==> src/rcoe_pkg.sv <==
// Constants, carriers and helpers for the receive checksum engine
package rcoe_pkg;

    // Register port offsets (byte addresses)
    localparam int              RCOE_ADDR_W        = 4;
    localparam logic [3:0]      RCOE_OFF_CTRL      = 4'h0;
    localparam logic [3:0]      RCOE_OFF_VLAN      = 4'h4;
    localparam logic [3:0]      RCOE_OFF_STAT      = 4'h8;

    // Control register field positions
    localparam int              RCOE_CTRL_EN_BIT   = 0;
    localparam int              RCOE_CTRL_MODE_BIT = 1;

    // Values after reset
    localparam logic            RCOE_EN_RST        = 1'b0;
    localparam logic            RCOE_MODE_RST      = 1'b0;
    localparam logic [15:0]     RCOE_VLAN_RST      = 16'h8100;

    // Frame layout
    localparam int              RCOE_POS_W         = 12;
    localparam logic [11:0]     RCOE_TYPE_POS      = 12'h00c;
    localparam logic [11:0]     RCOE_HDR_BYTES     = 12'h00e;
    localparam logic [11:0]     RCOE_SNAP_BYTES    = 12'h008;
    localparam logic [11:0]     RCOE_VLAN_BYTES    = 12'h004;
    localparam logic [1:0]      RCOE_MAX_VLAN      = 2'h2;
    localparam logic [15:0]     RCOE_LEN_TYPE_MIN  = 16'h0600;

    // Receive status word length field
    localparam int              RCOE_STAT_LEN_LSB  = 16;
    localparam int              RCOE_STAT_LEN_W    = 14;
    localparam logic [13:0]     RCOE_CSUM_BYTES    = 14'h0002;

    // Frame byte as carried on the receive path
    typedef struct packed {
        logic [7:0] data;
        logic       fcs;
        logic       last;
    } rcoe_byte_t;

    // Stream states
    typedef enum logic [1:0] {
        RCOE_IDLE,
        RCOE_FRAME,
        RCOE_APP_LO,
        RCOE_APP_HI
    } rcoe_st_t;

    // Complete state of the engine
    typedef struct packed {
        rcoe_st_t                st;
        logic                    ctrl_en;
        logic                    ctrl_mode;
        logic [15:0]             vlan_type;
        logic                    en;
        logic                    mode;
        logic [RCOE_POS_W-1:0]   pos;
        logic [RCOE_POS_W-1:0]   type_pos;
        logic [RCOE_POS_W-1:0]   start_pos;
        logic                    start_ok;
        logic [1:0]              vlan_cnt;
        logic [7:0]              type_hi;
        logic                    odd;
        logic [7:0]              low;
        logic [15:0]             sum;
        logic                    stat_pend;
        logic [31:0]             stat;
        rcoe_byte_t              o_byte;
        logic                    o_valid;
        logic                    o_sval;
        logic [31:0]             o_stat;
        logic [31:0]             rdata;
    } rcoe_state_t;

    // 16-bit add with end-around carry
    function automatic logic [15:0] rcoe_fold(input logic [15:0] a, input logic [15:0] b);
        logic [16:0] s;
        s = {1'b0, a} + {1'b0, b};
        return s[15:0] + {15'h0000, s[16]};
    endfunction : rcoe_fold

endpackage : rcoe_pkg

==> src/rcoe_engine.sv <==
// Receive checksum engine between the MAC receive path and the RX data FIFO
//
// Contract
// When enabled, a 16-bit checksum is built over each frame as it streams.
// Mode 0 sums every byte after the first 14, stopping before the FCS.
// Mode 1 parses Type II, SNAP and VLAN frames, summing from layer-3 start.
// A VLAN tag is seen when the type matches the programmable tag type.
// At most two tags skipped; a third tag's identifier is the type field.
// Checksum bytes follow the last frame byte, ahead of the status word.
// Status length field grows by two when a checksum is appended.
// While enabled, every frame gets a checksum regardless of its type.
// One control bit enables the engine, another selects mode 0 or 1.
// When disabled, data and status pass through untouched.
// Software stops and flushes the receiver before changing enable or mode.
// Software never enables pad stripping while the engine is enabled.
// Sum taken a 16-bit word at a time; odd count padded with zero.
// Later byte of each pair is the high byte, earlier the low byte.
// Carry out of every addition is folded back into the sum.
// Odd frame: last word holds final byte low, zero high.
// Reset gives disabled, mode 0; settings taken only at frame start.
//
// Our own choices: the plain strobed port and the placing of the registers.
module rcoe_engine
    import rcoe_pkg::*;
(
    // Clock and reset
    input  wire logic                   CLK_I,
    input  wire logic                   NRST_I,
    // Register port
    input  wire logic [RCOE_ADDR_W-1:0] REG_ADDR_I,
    input  wire logic [31:0]            REG_WDATA_I,
    input  wire logic                   REG_WE_I,
    input  wire logic                   REG_RE_I,
    output logic      [31:0]            REG_RDATA_O,
    // Receive stream from the MAC
    input  wire rcoe_byte_t             RX_BYTE_I,
    input  wire logic                   RX_VALID_I,
    input  wire logic [31:0]            RX_STAT_I,
    input  wire logic                   RX_STAT_VALID_I,
    // Stream to the RX data FIFO
    output rcoe_byte_t                  FIFO_BYTE_O,
    output logic                        FIFO_VALID_O,
    output logic      [31:0]            FIFO_STAT_O,
    output logic                        FIFO_STAT_VALID_O
);

    rcoe_state_t q;
    rcoe_state_t d;
    logic [15:0] ftype;
    logic        sum_byte;

    // Next-state logic: register port, parser, accumulator, output stream
    always_comb begin
        d         = q;
        ftype     = {q.type_hi, RX_BYTE_I.data};
        sum_byte  = 1'b0;
        d.o_valid = 1'b0;
        d.o_sval  = 1'b0;
        d.o_byte  = '0;
        d.rdata   = 32'h0000_0000;

        // Register writes; enable and mode only reach the datapath at frame start, the tag type at once
        if (REG_WE_I) begin
            if (REG_ADDR_I == RCOE_OFF_CTRL) begin
                d.ctrl_en   = REG_WDATA_I[RCOE_CTRL_EN_BIT];
                d.ctrl_mode = REG_WDATA_I[RCOE_CTRL_MODE_BIT];
            end else if (REG_ADDR_I == RCOE_OFF_VLAN) begin
                d.vlan_type = REG_WDATA_I[15:0];
            end
        end

        // Register reads, answered the next cycle; unmapped reads zero
        if (REG_RE_I) begin
            if (REG_ADDR_I == RCOE_OFF_CTRL) begin
                d.rdata = {30'h0000_0000, q.ctrl_mode, q.ctrl_en};
            end else if (REG_ADDR_I == RCOE_OFF_VLAN) begin
                d.rdata = {16'h0000, q.vlan_type};
            end else if (REG_ADDR_I == RCOE_OFF_STAT) begin
                d.rdata = {24'h00_0000, q.stat_pend, q.vlan_cnt, q.start_ok,
                           q.st != RCOE_IDLE, q.odd, q.mode, q.en};
            end
        end

        // First byte of a frame: latch settings and reset the parser
        if (q.st == RCOE_IDLE && RX_VALID_I) begin
            d.en        = q.ctrl_en;
            d.mode      = q.ctrl_mode;
            d.pos       = '0;
            d.type_pos  = RCOE_TYPE_POS;
            d.start_pos = RCOE_HDR_BYTES;
            d.start_ok  = !q.ctrl_mode;
            d.vlan_cnt  = 2'h0;
            d.odd       = 1'b0;
            d.sum       = 16'h0000;
            d.st        = RCOE_FRAME;
        end

        case (q.st)
            RCOE_IDLE, RCOE_FRAME: begin
                if (RX_VALID_I) begin
                    // Forward the byte one cycle later
                    d.o_byte      = RX_BYTE_I;
                    d.o_byte.last = RX_BYTE_I.last && !d.en;
                    d.o_valid     = 1'b1;

                    // Mode 1 header walk up to the layer-3 start
                    if (d.mode && !d.start_ok) begin
                        if (d.pos == d.type_pos) begin
                            d.type_hi = RX_BYTE_I.data;
                        end else if (d.pos == d.type_pos + 12'h001) begin
                            if (ftype == q.vlan_type && d.vlan_cnt < RCOE_MAX_VLAN) begin
                                d.type_pos = d.type_pos + RCOE_VLAN_BYTES;
                                d.vlan_cnt = d.vlan_cnt + 2'h1;
                            end else if (ftype < RCOE_LEN_TYPE_MIN) begin
                                d.start_pos = d.pos + 12'h001 + RCOE_SNAP_BYTES;
                                d.start_ok  = 1'b1;
                            end else begin
                                d.start_pos = d.pos + 12'h001;
                                d.start_ok  = 1'b1;
                            end
                        end
                    end

                    // Word accumulation, earlier byte low, later byte high
                    sum_byte = d.en && d.start_ok && (d.pos >= d.start_pos)
                               && !RX_BYTE_I.fcs;
                    if (sum_byte) begin
                        if (d.odd) begin
                            d.sum = rcoe_fold(d.sum, {RX_BYTE_I.data, d.low});
                            d.odd = 1'b0;
                        end else begin
                            d.low = RX_BYTE_I.data;
                            d.odd = 1'b1;
                        end
                    end

                    // End of frame: close an odd word, then append
                    if (RX_BYTE_I.last) begin
                        if (d.en) begin
                            if (d.odd) begin
                                d.sum = rcoe_fold(d.sum, {8'h00, d.low});
                            end
                            d.odd = 1'b0;
                            d.st  = RCOE_APP_LO;
                        end else begin
                            d.st  = RCOE_IDLE;
                        end
                    end

                    // Saturating byte position
                    if (d.pos != '1) begin
                        d.pos = d.pos + 12'h001;
                    end
                end
            end
            RCOE_APP_LO: begin
                // Low checksum byte right after the last frame byte
                d.o_byte.data = q.sum[7:0];
                d.o_valid     = 1'b1;
                d.st          = RCOE_APP_HI;
            end
            RCOE_APP_HI: begin
                // High checksum byte closes the frame
                d.o_byte.data = q.sum[15:8];
                d.o_byte.last = 1'b1;
                d.o_valid     = 1'b1;
                d.st          = RCOE_IDLE;
            end
            default: begin
                d.st = RCOE_IDLE;
            end
        endcase

        // Held status leaves once the checksum bytes are out
        if (q.st == RCOE_IDLE && q.stat_pend) begin
            d.o_sval    = 1'b1;
            d.o_stat    = q.stat;
            d.stat_pend = 1'b0;
        end

        // Status from the MAC: pass through or hold with length plus two
        if (RX_STAT_VALID_I) begin
            if (q.en) begin
                d.stat      = RX_STAT_I;
                d.stat[RCOE_STAT_LEN_LSB +: RCOE_STAT_LEN_W] =
                    RX_STAT_I[RCOE_STAT_LEN_LSB +: RCOE_STAT_LEN_W]
                    + RCOE_CSUM_BYTES;
                d.stat_pend = 1'b1;
            end else begin
                d.o_sval    = 1'b1;
                d.o_stat    = RX_STAT_I;
            end
        end
    end

    // State register
    always_ff @(posedge CLK_I or negedge NRST_I) begin
        if (!NRST_I) begin
            q           <= '0;
            q.st        <= RCOE_IDLE;
            q.ctrl_en   <= RCOE_EN_RST;
            q.ctrl_mode <= RCOE_MODE_RST;
            q.vlan_type <= RCOE_VLAN_RST;
            q.type_pos  <= RCOE_TYPE_POS;
            q.start_pos <= RCOE_HDR_BYTES;
        end else begin
            q <= d;
        end
    end

    // Outputs straight from the state register
    assign REG_RDATA_O       = q.rdata;
    assign FIFO_BYTE_O       = q.o_byte;
    assign FIFO_VALID_O      = q.o_valid;
    assign FIFO_STAT_O       = q.o_stat;
    assign FIFO_STAT_VALID_O = q.o_sval;
endmodule : rcoe_engine

==> config.mk <==
export PLATFORM = sky130hd
export DESIGN_NAME = rcoe_engine
export DESIGN_NICKNAME = d
export VERILOG_FILES = /design/src/rcoe_pkg.sv /design/src/rcoe_engine.sv
export SDC_FILE = /design/constraint.sdc
export NUM_CORES = 1
export LEC_CHECK = 0
export BUFFER_PORTS_ARGS = -buffer_cell sky130_fd_sc_hd__buf_4
export CORE_MARGIN = 10
export CORE_UTILIZATION = 44
export CTS_BUF_LIST = sky130_fd_sc_hd__clkbuf_4 sky130_fd_sc_hd__clkbuf_8
export DETAILED_ROUTE_END_ITERATION = 8
export PLACE_DENSITY = 0.67
export RECOVER_POWER = 100
export SYNTH_ARGS = -nofsm -noshare
export SYNTH_HDL_FRONTEND = slang
export SYNTH_SLANG_ARGS = --single-unit
==> constraint.sdc <==
create_clock -name CLK_I -period 9.57 [get_ports CLK_I]
set_clock_uncertainty 0.2 [all_clocks]
set_input_delay 0.957 -clock CLK_I [delete_from_list [all_inputs] [get_ports CLK_I]]
set_output_delay 0.957 -clock CLK_I [all_outputs]
set_load 0.05 [all_outputs]
Word-level counts from Yosys, hierarchy flattened
Index checks and enable logic that the tools add are counted.
{"block": "totals", "input_bits": 84, "ff_bits": 203, "elab_cells": 118}
{"block": "classes", "n_eq_ne": 11, "n_lt_le_gt_ge": 3, "add_sub_neg": 10, "mux": 47, "n_reduce_logical": 22, "n_bitwise": 1}
{"cell": "33-bit 2-to-1 mux", "n": 5}
{"cell": "72-bit 2-to-1 mux", "n": 2}
{"cell": "16-bit 2-to-1 mux", "n": 8}
{"cell": "35-bit 2-to-1 mux", "n": 3}
{"cell": "25-bit 2-to-1 mux", "n": 3}
{"cell": "27-bit 2-to-1 mux", "n": 2}
{"cell": "41-bit 2-to-1 mux", "n": 1}
{"cell": "16-bit by 1-bit adder with 16-bit output", "n": 2}
{"cell": "13-bit 2-to-1 mux", "n": 2}
{"cell": "12-bit by 1-bit adder with 12-bit output, second input constant", "n": 2}
{"cell": "12-bit == test", "n": 2}
{"cell": "12-bit 2-to-1 mux", "n": 2}
{"cell": "8-bit 2-to-1 mux", "n": 3}
{"cell": "8-bit case mux with 3 select lines", "n": 1}
{"cell": "16-bit by 16-bit adder with 17-bit output", "n": 1}
{"cell": "16-bit by 8-bit adder with 17-bit output", "n": 1}
{"cell": "16-bit == test", "n": 1}
{"cell": "16-bit by 11-bit < comparator with 1-bit output, second input constant", "n": 1}
{"cell": "14-bit by 2-bit adder with 14-bit output, second input constant", "n": 1}
{"cell": "12-bit by 3-bit adder with 12-bit output, second input constant", "n": 1}
{"cell": "12-bit by 4-bit adder with 12-bit output, second input constant", "n": 1}
{"cell": "12-bit greater-or-equal comparator", "n": 1}
{"cell": "12-bit != test, second input constant", "n": 1}
{"cell": "11-bit 2-to-1 mux", "n": 1}
{"cell": "other kinds (21)", "n": 46}

Depth between registers and ports, before layout
Gate-level depths: netlist (run 1).
{"block": "logic_depth", "ltp_word": 25, "depth_mapped": 50, "mapped_depth_nobuf": 42}

Worst setup path before layout (run 1)
No wires, ideal clock.
{"block": "synth_timing", "path_type": "input -> register", "from": "input port RX_VALID_I", "to": "register q[117] (netlist name)", "setup_time_ns": 0.151, "setup_slack_ns": -0.677, "arrival_ns": 9.896, "cell_stages": 48, "n_path_buf": 7, "path_cell_list": "or3b_1 clkbuf_1 clkbuf_1 clkbuf_1 clkbuf_1 clkbuf_1 and2_1 ha_1 nand3_2 o311a_1 o311a_1 or2_1 nor4_4 clkbuf_1 and3_1 a21oi_1 o32a_1 ha_1 (+12 left out) nor2b_1 o21ai_0 nand2b_1 o21ai_0 a211oi_1 nor2_1 nor4b_1 ha_1 ha_1 and3_1 and2_1 inv_1 a221o_1 nand2_1 a21boi_2 xnor2_1 mux2i_1 o311ai_0"}
{"item": "start: declaration", "line": "rcoe_engine.sv:37", "source": "input wire logic RX_VALID_I,"}
{"item": "end: declaration", "line": "rcoe_engine.sv:47", "source": "rcoe_state_t q;"}

==> results of run 1 <==
## power by group
group | internal, uW | total (uW) | switching, uW | leakage (uW)
Sequential | 1030 | 1230 | 194 | 0.00238
Clock | 187 | 505 | 317 | 0.000181
Combinational | 711 | 1930 | 1220 | 0.00354
## final cells by class
class	instances	area, um^2
clock buffers	17	234
flip-flops and latches	187	4690
repair buffers	195	1210
well taps	378	473
inverters	30	113
clock inverters	15	134
fillers	2685	14000
multi-input cells	1021	6990
## flip-flops by register name, indices dropped and copies added, names as in the netlist
register	flops
FIFO_STAT_VALID_O	1
ftype	8
REG_RDATA_O	16
q	119
FIFO_VALID_O	1
FIFO_STAT_O	32
FIFO_BYTE_O	10
## Yosys cell counts (all sizes together) (5+ instances only)
cell,instances,area (um^2)
and3,20,125
inv,30,113
o311ai,5,51.3
nand2,182,683
ha,41,513
buf,87,631
and2,41,257
o31ai,5,37.5
nor3b,7,63.8
o31a,6,52.6
a22o,8,70.1
a22oi,10,75.1
a211oi,9,72.6
nor3,14,70.1
o21ai,116,581
nor2,68,263
nor2b,8,50.1
o22ai,5,31.3
nand2b,8,50.1
o211ai,6,45.0
or3,13,86.3
a21oi,48,252
a21boi,7,56.3
a2111oi,7,61.3
mux2i,56,561
a31oi,8,50.1
mux2,54,608
xor2,60,526
or2,8,50.1
nand3,34,175
dfstp,7,184
xnor2,55,482
dfrtp,180,4500
clkbuf,51,193
nand4,8,50.1
a21o,14,105
nor4,17,121
## cell families after synthesis
| family | after synthesis | synth area share, % |
|---|---|---|
| DFF | 187 | 37.6 |
| muxes | 110 | 9.38 |
| and+or+nand+nor | 445 | 17.6 |
| buffers and inverters | 168 | 7.51 |
| adders and majority gates | 45 | 4.61 |
| xor gates and xnor gates | 115 | 8.09 |
| other | 1 | 0.0301 |
| AOI/OAI and AO/OA | 290 | 15.1 |
## placed cells by master, fill, tap and decap left out, drive strengths merged, types with 8 or more instances in the layout
master,synthesis,routed
nand2,182,182
dfrtp,180,180
buf,87,125
o21ai,116,116
clkbuf,51,87
nor2,68,68
xor2,60,60
mux2i,56,56
xnor2,55,55
mux2,54,54
a21oi,48,48
ha,41,41
and2,41,41
inv,30,35
nand3,34,34
and3,20,20
nor4,17,17
conb,1,16
a21o,14,14
nor3,14,14
or3,13,13
a22oi,10,10
a211oi,9,9
nand4,8,8
nand2b,8,8
a31oi,8,8
a22o,8,8
nor2b,8,8
or2,8,8
## worst max-delay path: cells and delay by family
kind                     cells  cell delay (ns)
AND/OR/NAND/NOR             15             2.86
XOR/XNOR                     1             0.16
adder cells (fa/ha/maj)      5             1.35
AO/OA/AOI/OAI               15             3.00
multiplexers                 1             0.22
buffers and inverters        5             0.60
## repair_timing
item | 4_1_cts | 5_1_grt
endpoints found under the setup margin | 0 | 6
gates resized for setup | 0 | 14
setup buffers | 0 | 2
## final timing paths
check                                 start                   endpoint  slack (ns)  depth (start not counted)
max reg2reg                q[202]$_DFF_PN0_           q[117]$_DFF_PN0_        0.69                         41
min                        q[149]$_DFF_PN0_           q[149]$_DFF_PN0_        0.29                          2
max in group asynchronous            NRST_I           q[202]$_DFF_PN0_        2.36                          1
min reg2reg                q[149]$_DFF_PN0_           q[149]$_DFF_PN0_        0.29                          2
max                              RX_VALID_I           q[117]$_DFF_PN0_        0.58                         42
min in group asynchronous            NRST_I  FIFO_STAT_O[16]$_DFF_PN0_        2.68                          1
## layer usage
metal | vias up | wire length, um
met4 | 0 | 817
li1 | 4888 | -
met1 | 4854 | 15200
met2 | 297 | 14600
met5 | - | 0
met3 | 57 | 1880
## stage by stage
stage	TNS [ns]	utilization [%]	hold WS [ns]	cell area [um^2]
after floorplan	0	-	0.250	12600
after global placement	0	49.0	0.263	13700
after detailed placement	-0.0625	49.0	0.270	13700
after CTS	0	50.3	0.294	14000
after global routing	0	49.7	0.322	13800
final	0	49.7	0.289	13800
==> results.yml, run 1 <==
pwr:
  vdd_ir_drop_max_uv: 113
  p_total_uw: 3660
  leakage_uw: 0.00610
  power.density_nw_per_um2: 264
global_routing:
  antenna_found_initial: 0
  gr-total-overflow: 0
  grtUsageMet3_pct: 3.47
  gr-usage-met1_pct: 24.2
  grt_pass1_vias: 9782
  grt.total_usage_pct: 17.9
  grt_max_degree: 122
  top_usage_layer: "met2"
  use_met2_pct: 28.1
  grt_pass1_wl_mm: 52.1
detailed_routing:
  wl_per_cell_um: 17.6
  drtAntennaViolNets: 0
  first_pass_iters: 6
  first_iter_violations: 644
  via_per_inst: 5.48
  drc: 0
  wl_mm: 32.5
  vias: 10100
synthesis:
  yosys_register_bits: 187
  synthCells: 1361
  synth-edff-count: 0
  netlist_area_um2: 12500
  synth_warnings: 0
  async_flop_share_pct: 100
  ys_types: 89
  ys.flop_type: "dfrtp_1"
  syn_avg_cell_area_um2: 9.15
  seq_area_frac_synth_pct: 37.6
timing:
  post-route-min-period_ns: 8.99
  setup_ws_ns: 0.577
  hold_viol: 0
  setup_violations: 0
  drv_slew: 269
  tightest_slew_ns: 6.52
  slew_headroom_pct: -334
  rsz0062_at_grt: "false"
  finalCritPeriodShare_pct: 94.0
  max_freq_ghz: 0.111
cells_and_area:
  n_antenna_cell: 0
  area_growth_pct: 11.1
  drive_gt1_share_pct: 17.7
  fin_cells: 1843
  nets: 1579
clock_tree:
  clock_sinks: 187
  postCtsHoldBufs: 0
  cts_tree: "yes"
  clock_path_buffers: 2
  clkTransAtPathRegs_ns: 0.10
  numCtsBuffers: 17
  ctsHtreeMaxLevel: 4
  worstSkewPairLatency_ns: 0.50
  cts_root_buffer: "clkbuf_8"
setup_path:
  crit_fanout: 10
  required_ns: 9.73
  cpMaxStageDelayCell: "fa_1"
  cp.arrival_ns: 9.15
  worst_path_largest_cell_delay_ns: 0.41
  path_class: "in2reg"
  cp-start-kind: "input port"
  cp-end-kind: "register"
floorplan:
  io_pins: 160
  start_util_pct: 44.7
  core_um2: 27900
  placementRows: 61
  dieHeight_um: 188
  dieArea_um2: 35400
  die_w_um: 188
placement:
  dp.cells: 1809
  dp_hpwl_mm: 24.5
  gp_congestion: 0.864
  preCtsSetupSlack_ns: -0.0625
  io_buffers: 127
outcome:
  status: "finished with violations"
  violations: "capacitance limit, slew limit"
min_path:
  hold_class: "reg2reg"
run:
  cap_violations: 4
Power figures use the tool's default switching activity.
==> inputs of run 2 (changes only) <==
--- a/config.mk
+++ b/config.mk
@@ -5,6 +5,7 @@
 export SDC_FILE = /design/constraint.sdc
 export NUM_CORES = 1
 export LEC_CHECK = 0
+export ABC_AREA = 1
 export BUFFER_PORTS_ARGS = -buffer_cell sky130_fd_sc_hd__buf_4
 export CORE_MARGIN = 10
 export CORE_UTILIZATION = 44
==> run 2 against run 1 <==
  * The flow still finishes with violations (capacitance limit, slew limit)
  * Maximum frequency grew 5.8%
  * Area after synthesis grew 2.9%
  * Die area grew 2.6%
  * Synthesized cell count grew 32%
  * Sequential power shrank 3%
  * Final cell count grew 21%
  * Critical path depth grew 19
  * Sequential share of layout area grew 0.21 points
  * Critical endpoint is now q[119]$_DFF_PN0_
  * Largest cell class unchanged
  * Largest power group unchanged
  * Highest routed layer unchanged
==> results.yml, run 2 <==
synthesis:
  muxShareOfSynthArea_pct: 0.771
  synth-xor-area-share_pct: 4.07
  synth.area.top_cells: "dfrtp_1 35%, nand2_1 13%, inv_1 7.3%"
  syn_avg_cell_area_um2: 7.15
  ys.flop_type: "dfrtp_1"
  yosys_register_bits: 187
  synth-simple-area-share_pct: 27.8
  ys_top_cells_by_count: "434 x nand2_1, 251 x inv_1, 180 x dfrtp_1"
  seq_area_frac_synth_pct: 36.6
  synth_compound_area_share_pct: 12.6
  yosysMostFrequentCell: "nand2_1"
  synth-edff-count: 0
  synth_top_family_by_area: "simple AND/OR/NAND/NOR gates"
  synth_warnings: 0
  synthCells: 1794
  async_flop_share_pct: 100
  synth-adder-area-share_pct: 4.31
  ys_types: 58
  netlist_area_um2: 12800
  yosysTopAreaCellShare_pct: 35.1
  yosysTopAreaCell: "dfrtp_1"
setup_path:
  cp.buffers_inverters: 6
  cpLargestDelayFamily: "simple AND/OR/NAND/NOR gates"
  r2r-start: "q[201]$_DFF_PN0_"
  cp-start-kind: "register"
  path_class: "reg2reg"
  worst_path_most_repeated_cell: "nand2_1"
  cp.arrival_ns: 8.66
  r2r_cells: 61
  reg2reg_to: "q[119]$_DFF_PN0_"
  required_ns: 9.73
  crit_cells: 61
  worst_path_largest_cell_delay_ns: 0.48
  cp-startpoint: "q[201]$_DFF_PN0_"
  crit_end: "q[119]$_DFF_PN0_"
  r2r_slack_ns: 1.07
  cpMaxStageDelayCell: "dfrtp_1"
  crit_fanout: 45
  cp-end-kind: "register"
timing:
  max_freq_ghz: 0.118
  setup_violations: 0
  hold_viol: 0
  post-route-min-period_ns: 8.50
  finalCritPeriodShare_pct: 88.9
  rsz0062_at_grt: "false"
  drv_slew: 371
  setup_tns_ns: 0
  slew_headroom_pct: -302
  tightest_slew_ns: 6.03
floorplan:
  core_um2: 28700
  start_util_pct: 44.7
  placementRows: 62
  io_pins: 160
  die_w_um: 191
  dieHeight_um: 191
  dieArea_um2: 36400
clock_tree:
  cts_tree: "yes"
  clock_path_buffers: 2
  post_cts_buffers: 0
  clock_sinks: 187
  ctsHtreeMaxLevel: 4
  clkTransAtPathRegs_ns: 0.10
  worstSkewPairLatency_ns: 0.47
  cts_root_buffer: "clkbuf_8"
  numCtsBuffers: 17
cells_and_area:
  n_antenna_cell: 0
  top_register: "q"
  drive_gt1_share_pct: 9.81
  layout_common_cells: "435 x nand2_1, 251 x inv_1, 180 x dfrtp_1"
  area_growth_pct: 7.30
  largest_register_ff_count: 119
  layout_commonest_cell: "nand2_1"
  design_area_um2: 13800
  nets: 1971
detailed_routing:
  wl_met2_mm: 15.6
  wl_met3_mm: 1.92
  drt-met1-wl_mm: 16.0
  via_per_inst: 5.09
  vias: 11400
  routed.top_layer: "met4"
  drtAntennaViolNets: 0
  wl_per_cell_um: 15.3
  first_pass_iters: 6
  drc: 0
  first_iter_violations: 1057
  wl_mm: 34.2
pwr:
  vdd_ir_drop_max_uv: 156
  leakage_uw: 0.00712
  p_total_uw: 3900
  power.density_nw_per_um2: 283
global_routing:
  grt_pass1_vias: 10700
  grt_max_degree: 115
  gr-total-overflow: 0
  grt_pass1_wl_mm: 54.7
  grt.total_usage_pct: 18.4
  antenna_found_initial: 0
placement:
  dpl_cell_area_um2: 13600
  io_buffers: 127
  gp_congestion: 0.945
  dp_hpwl_mm: 26.3
outcome:
  violations: "capacitance limit, slew limit"
  status: "finished with violations"
min_path:
  hold_class: "reg2reg"
run:
  cap_violations: 6
==> run 2: changes by cell type after synthesis, moves of 22 or more <==
cell     change
nand2_1    +252
inv_1      +221
nor2_1     +103
nand3_1     +72
mux2i_1     -54
mux2_2      -47
and2_1      -39
xnor2_1     -35
o21ai_0     +31
o22ai_1     +26
nand2_2     +23
xor2_1      -23
a21oi_1     +22
==> run 2: worst min path at each step <==
| stage | startpoint | end | slack [ns] | depth (start not counted) |
|---|---|---|---|---|
| after detailed placement | q[90]$_DFFE_PN0P_ | q[90]$_DFFE_PN0P_ | 0.27 | 2 |
| after global routing | q[94]$_DFFE_PN0P_ | q[94]$_DFFE_PN0P_ | 0.32 | 2 |
| final | q[90]$_DFFE_PN0P_ | q[90]$_DFFE_PN0P_ | 0.29 | 2 |
| after CTS | q[90]$_DFFE_PN0P_ | q[90]$_DFFE_PN0P_ | 0.29 | 2 |
| after global placement | q[90]$_DFFE_PN0P_ | q[90]$_DFFE_PN0P_ | 0.26 | 2 |
| after floorplan | q[123]$_DFF_PN0_ | q[123]$_DFF_PN0_ | 0.25 | 2 |
==> run 2: repair_timing <==
action | in CTS | in global routing
gates resized for setup | 0 | 6
endpoints found under the hold margin | 0 | 0
setup endpoints to repair | 0 | 7
hold buffers | 0 | 0
==> run 2: per-stage QoR <==
step	util [%]	setup slack [ns]	cells	hold WS, ns
after global placement	47.5	0.429	2209	0.264
after global routing	47.9	0.0405	2239	0.318
after CTS	48.8	0.684	2239	0.291
after floorplan	-	1.54	1809	0.249
after detailed placement	47.5	0.270	2209	0.265
final	47.9	1.07	2239	0.287
==> run 2: power by group <==
group	switching, uW	total, uW	internal (uW)
Clock	299	544	244
Sequential	157	1190	1030
Combinational	1540	2170	630
==> run 2: cell type report <==
class / count / area, um^2
Tap cell: 384 / 480
Clock inverter: 11 / 135
Multi-Input combinational cell: 1234 / 6410
Clock buffer: 19 / 255
Sequential cell: 187 / 4690
Inverter: 264 / 991
Fill cell: 2971 / 14900
Timing Repair Buffer: 140 / 793
==> run 2: cells by family after synthesis <==
| logic type | Yosys count |
|---|---|
| XOR/XNOR | 58 |
| AO/OA/AOI/OAI | 288 |
| multiplexers | 9 |
| other | 1 |
| AND/OR/NAND/NOR | 820 |
| adder cells (fa/ha/maj) | 43 |
| buffers and inverters | 388 |
| flip-flops | 187 |
==> run 2: layer usage <==
layer / track usage, % / up-vias
li1: - / 5748
met1: 24.6 / 5289
met2: 29.7 / 325
met3: 3.16 / 45
met4: 5.51 / 0
met5: 0 / -
==> run 2: worst register-to-register path, delay by kind of cell, from the launching register on <==
family	cells	cell delay, ns
AO/OA/AOI/OAI	7	1.06
XOR/XNOR	1	0.15
AND/OR/NAND/NOR	41	4.47
buffers and inverters	6	0.47
adder cells (fa/ha/maj)	6	1.56
flip-flops	1	0.48
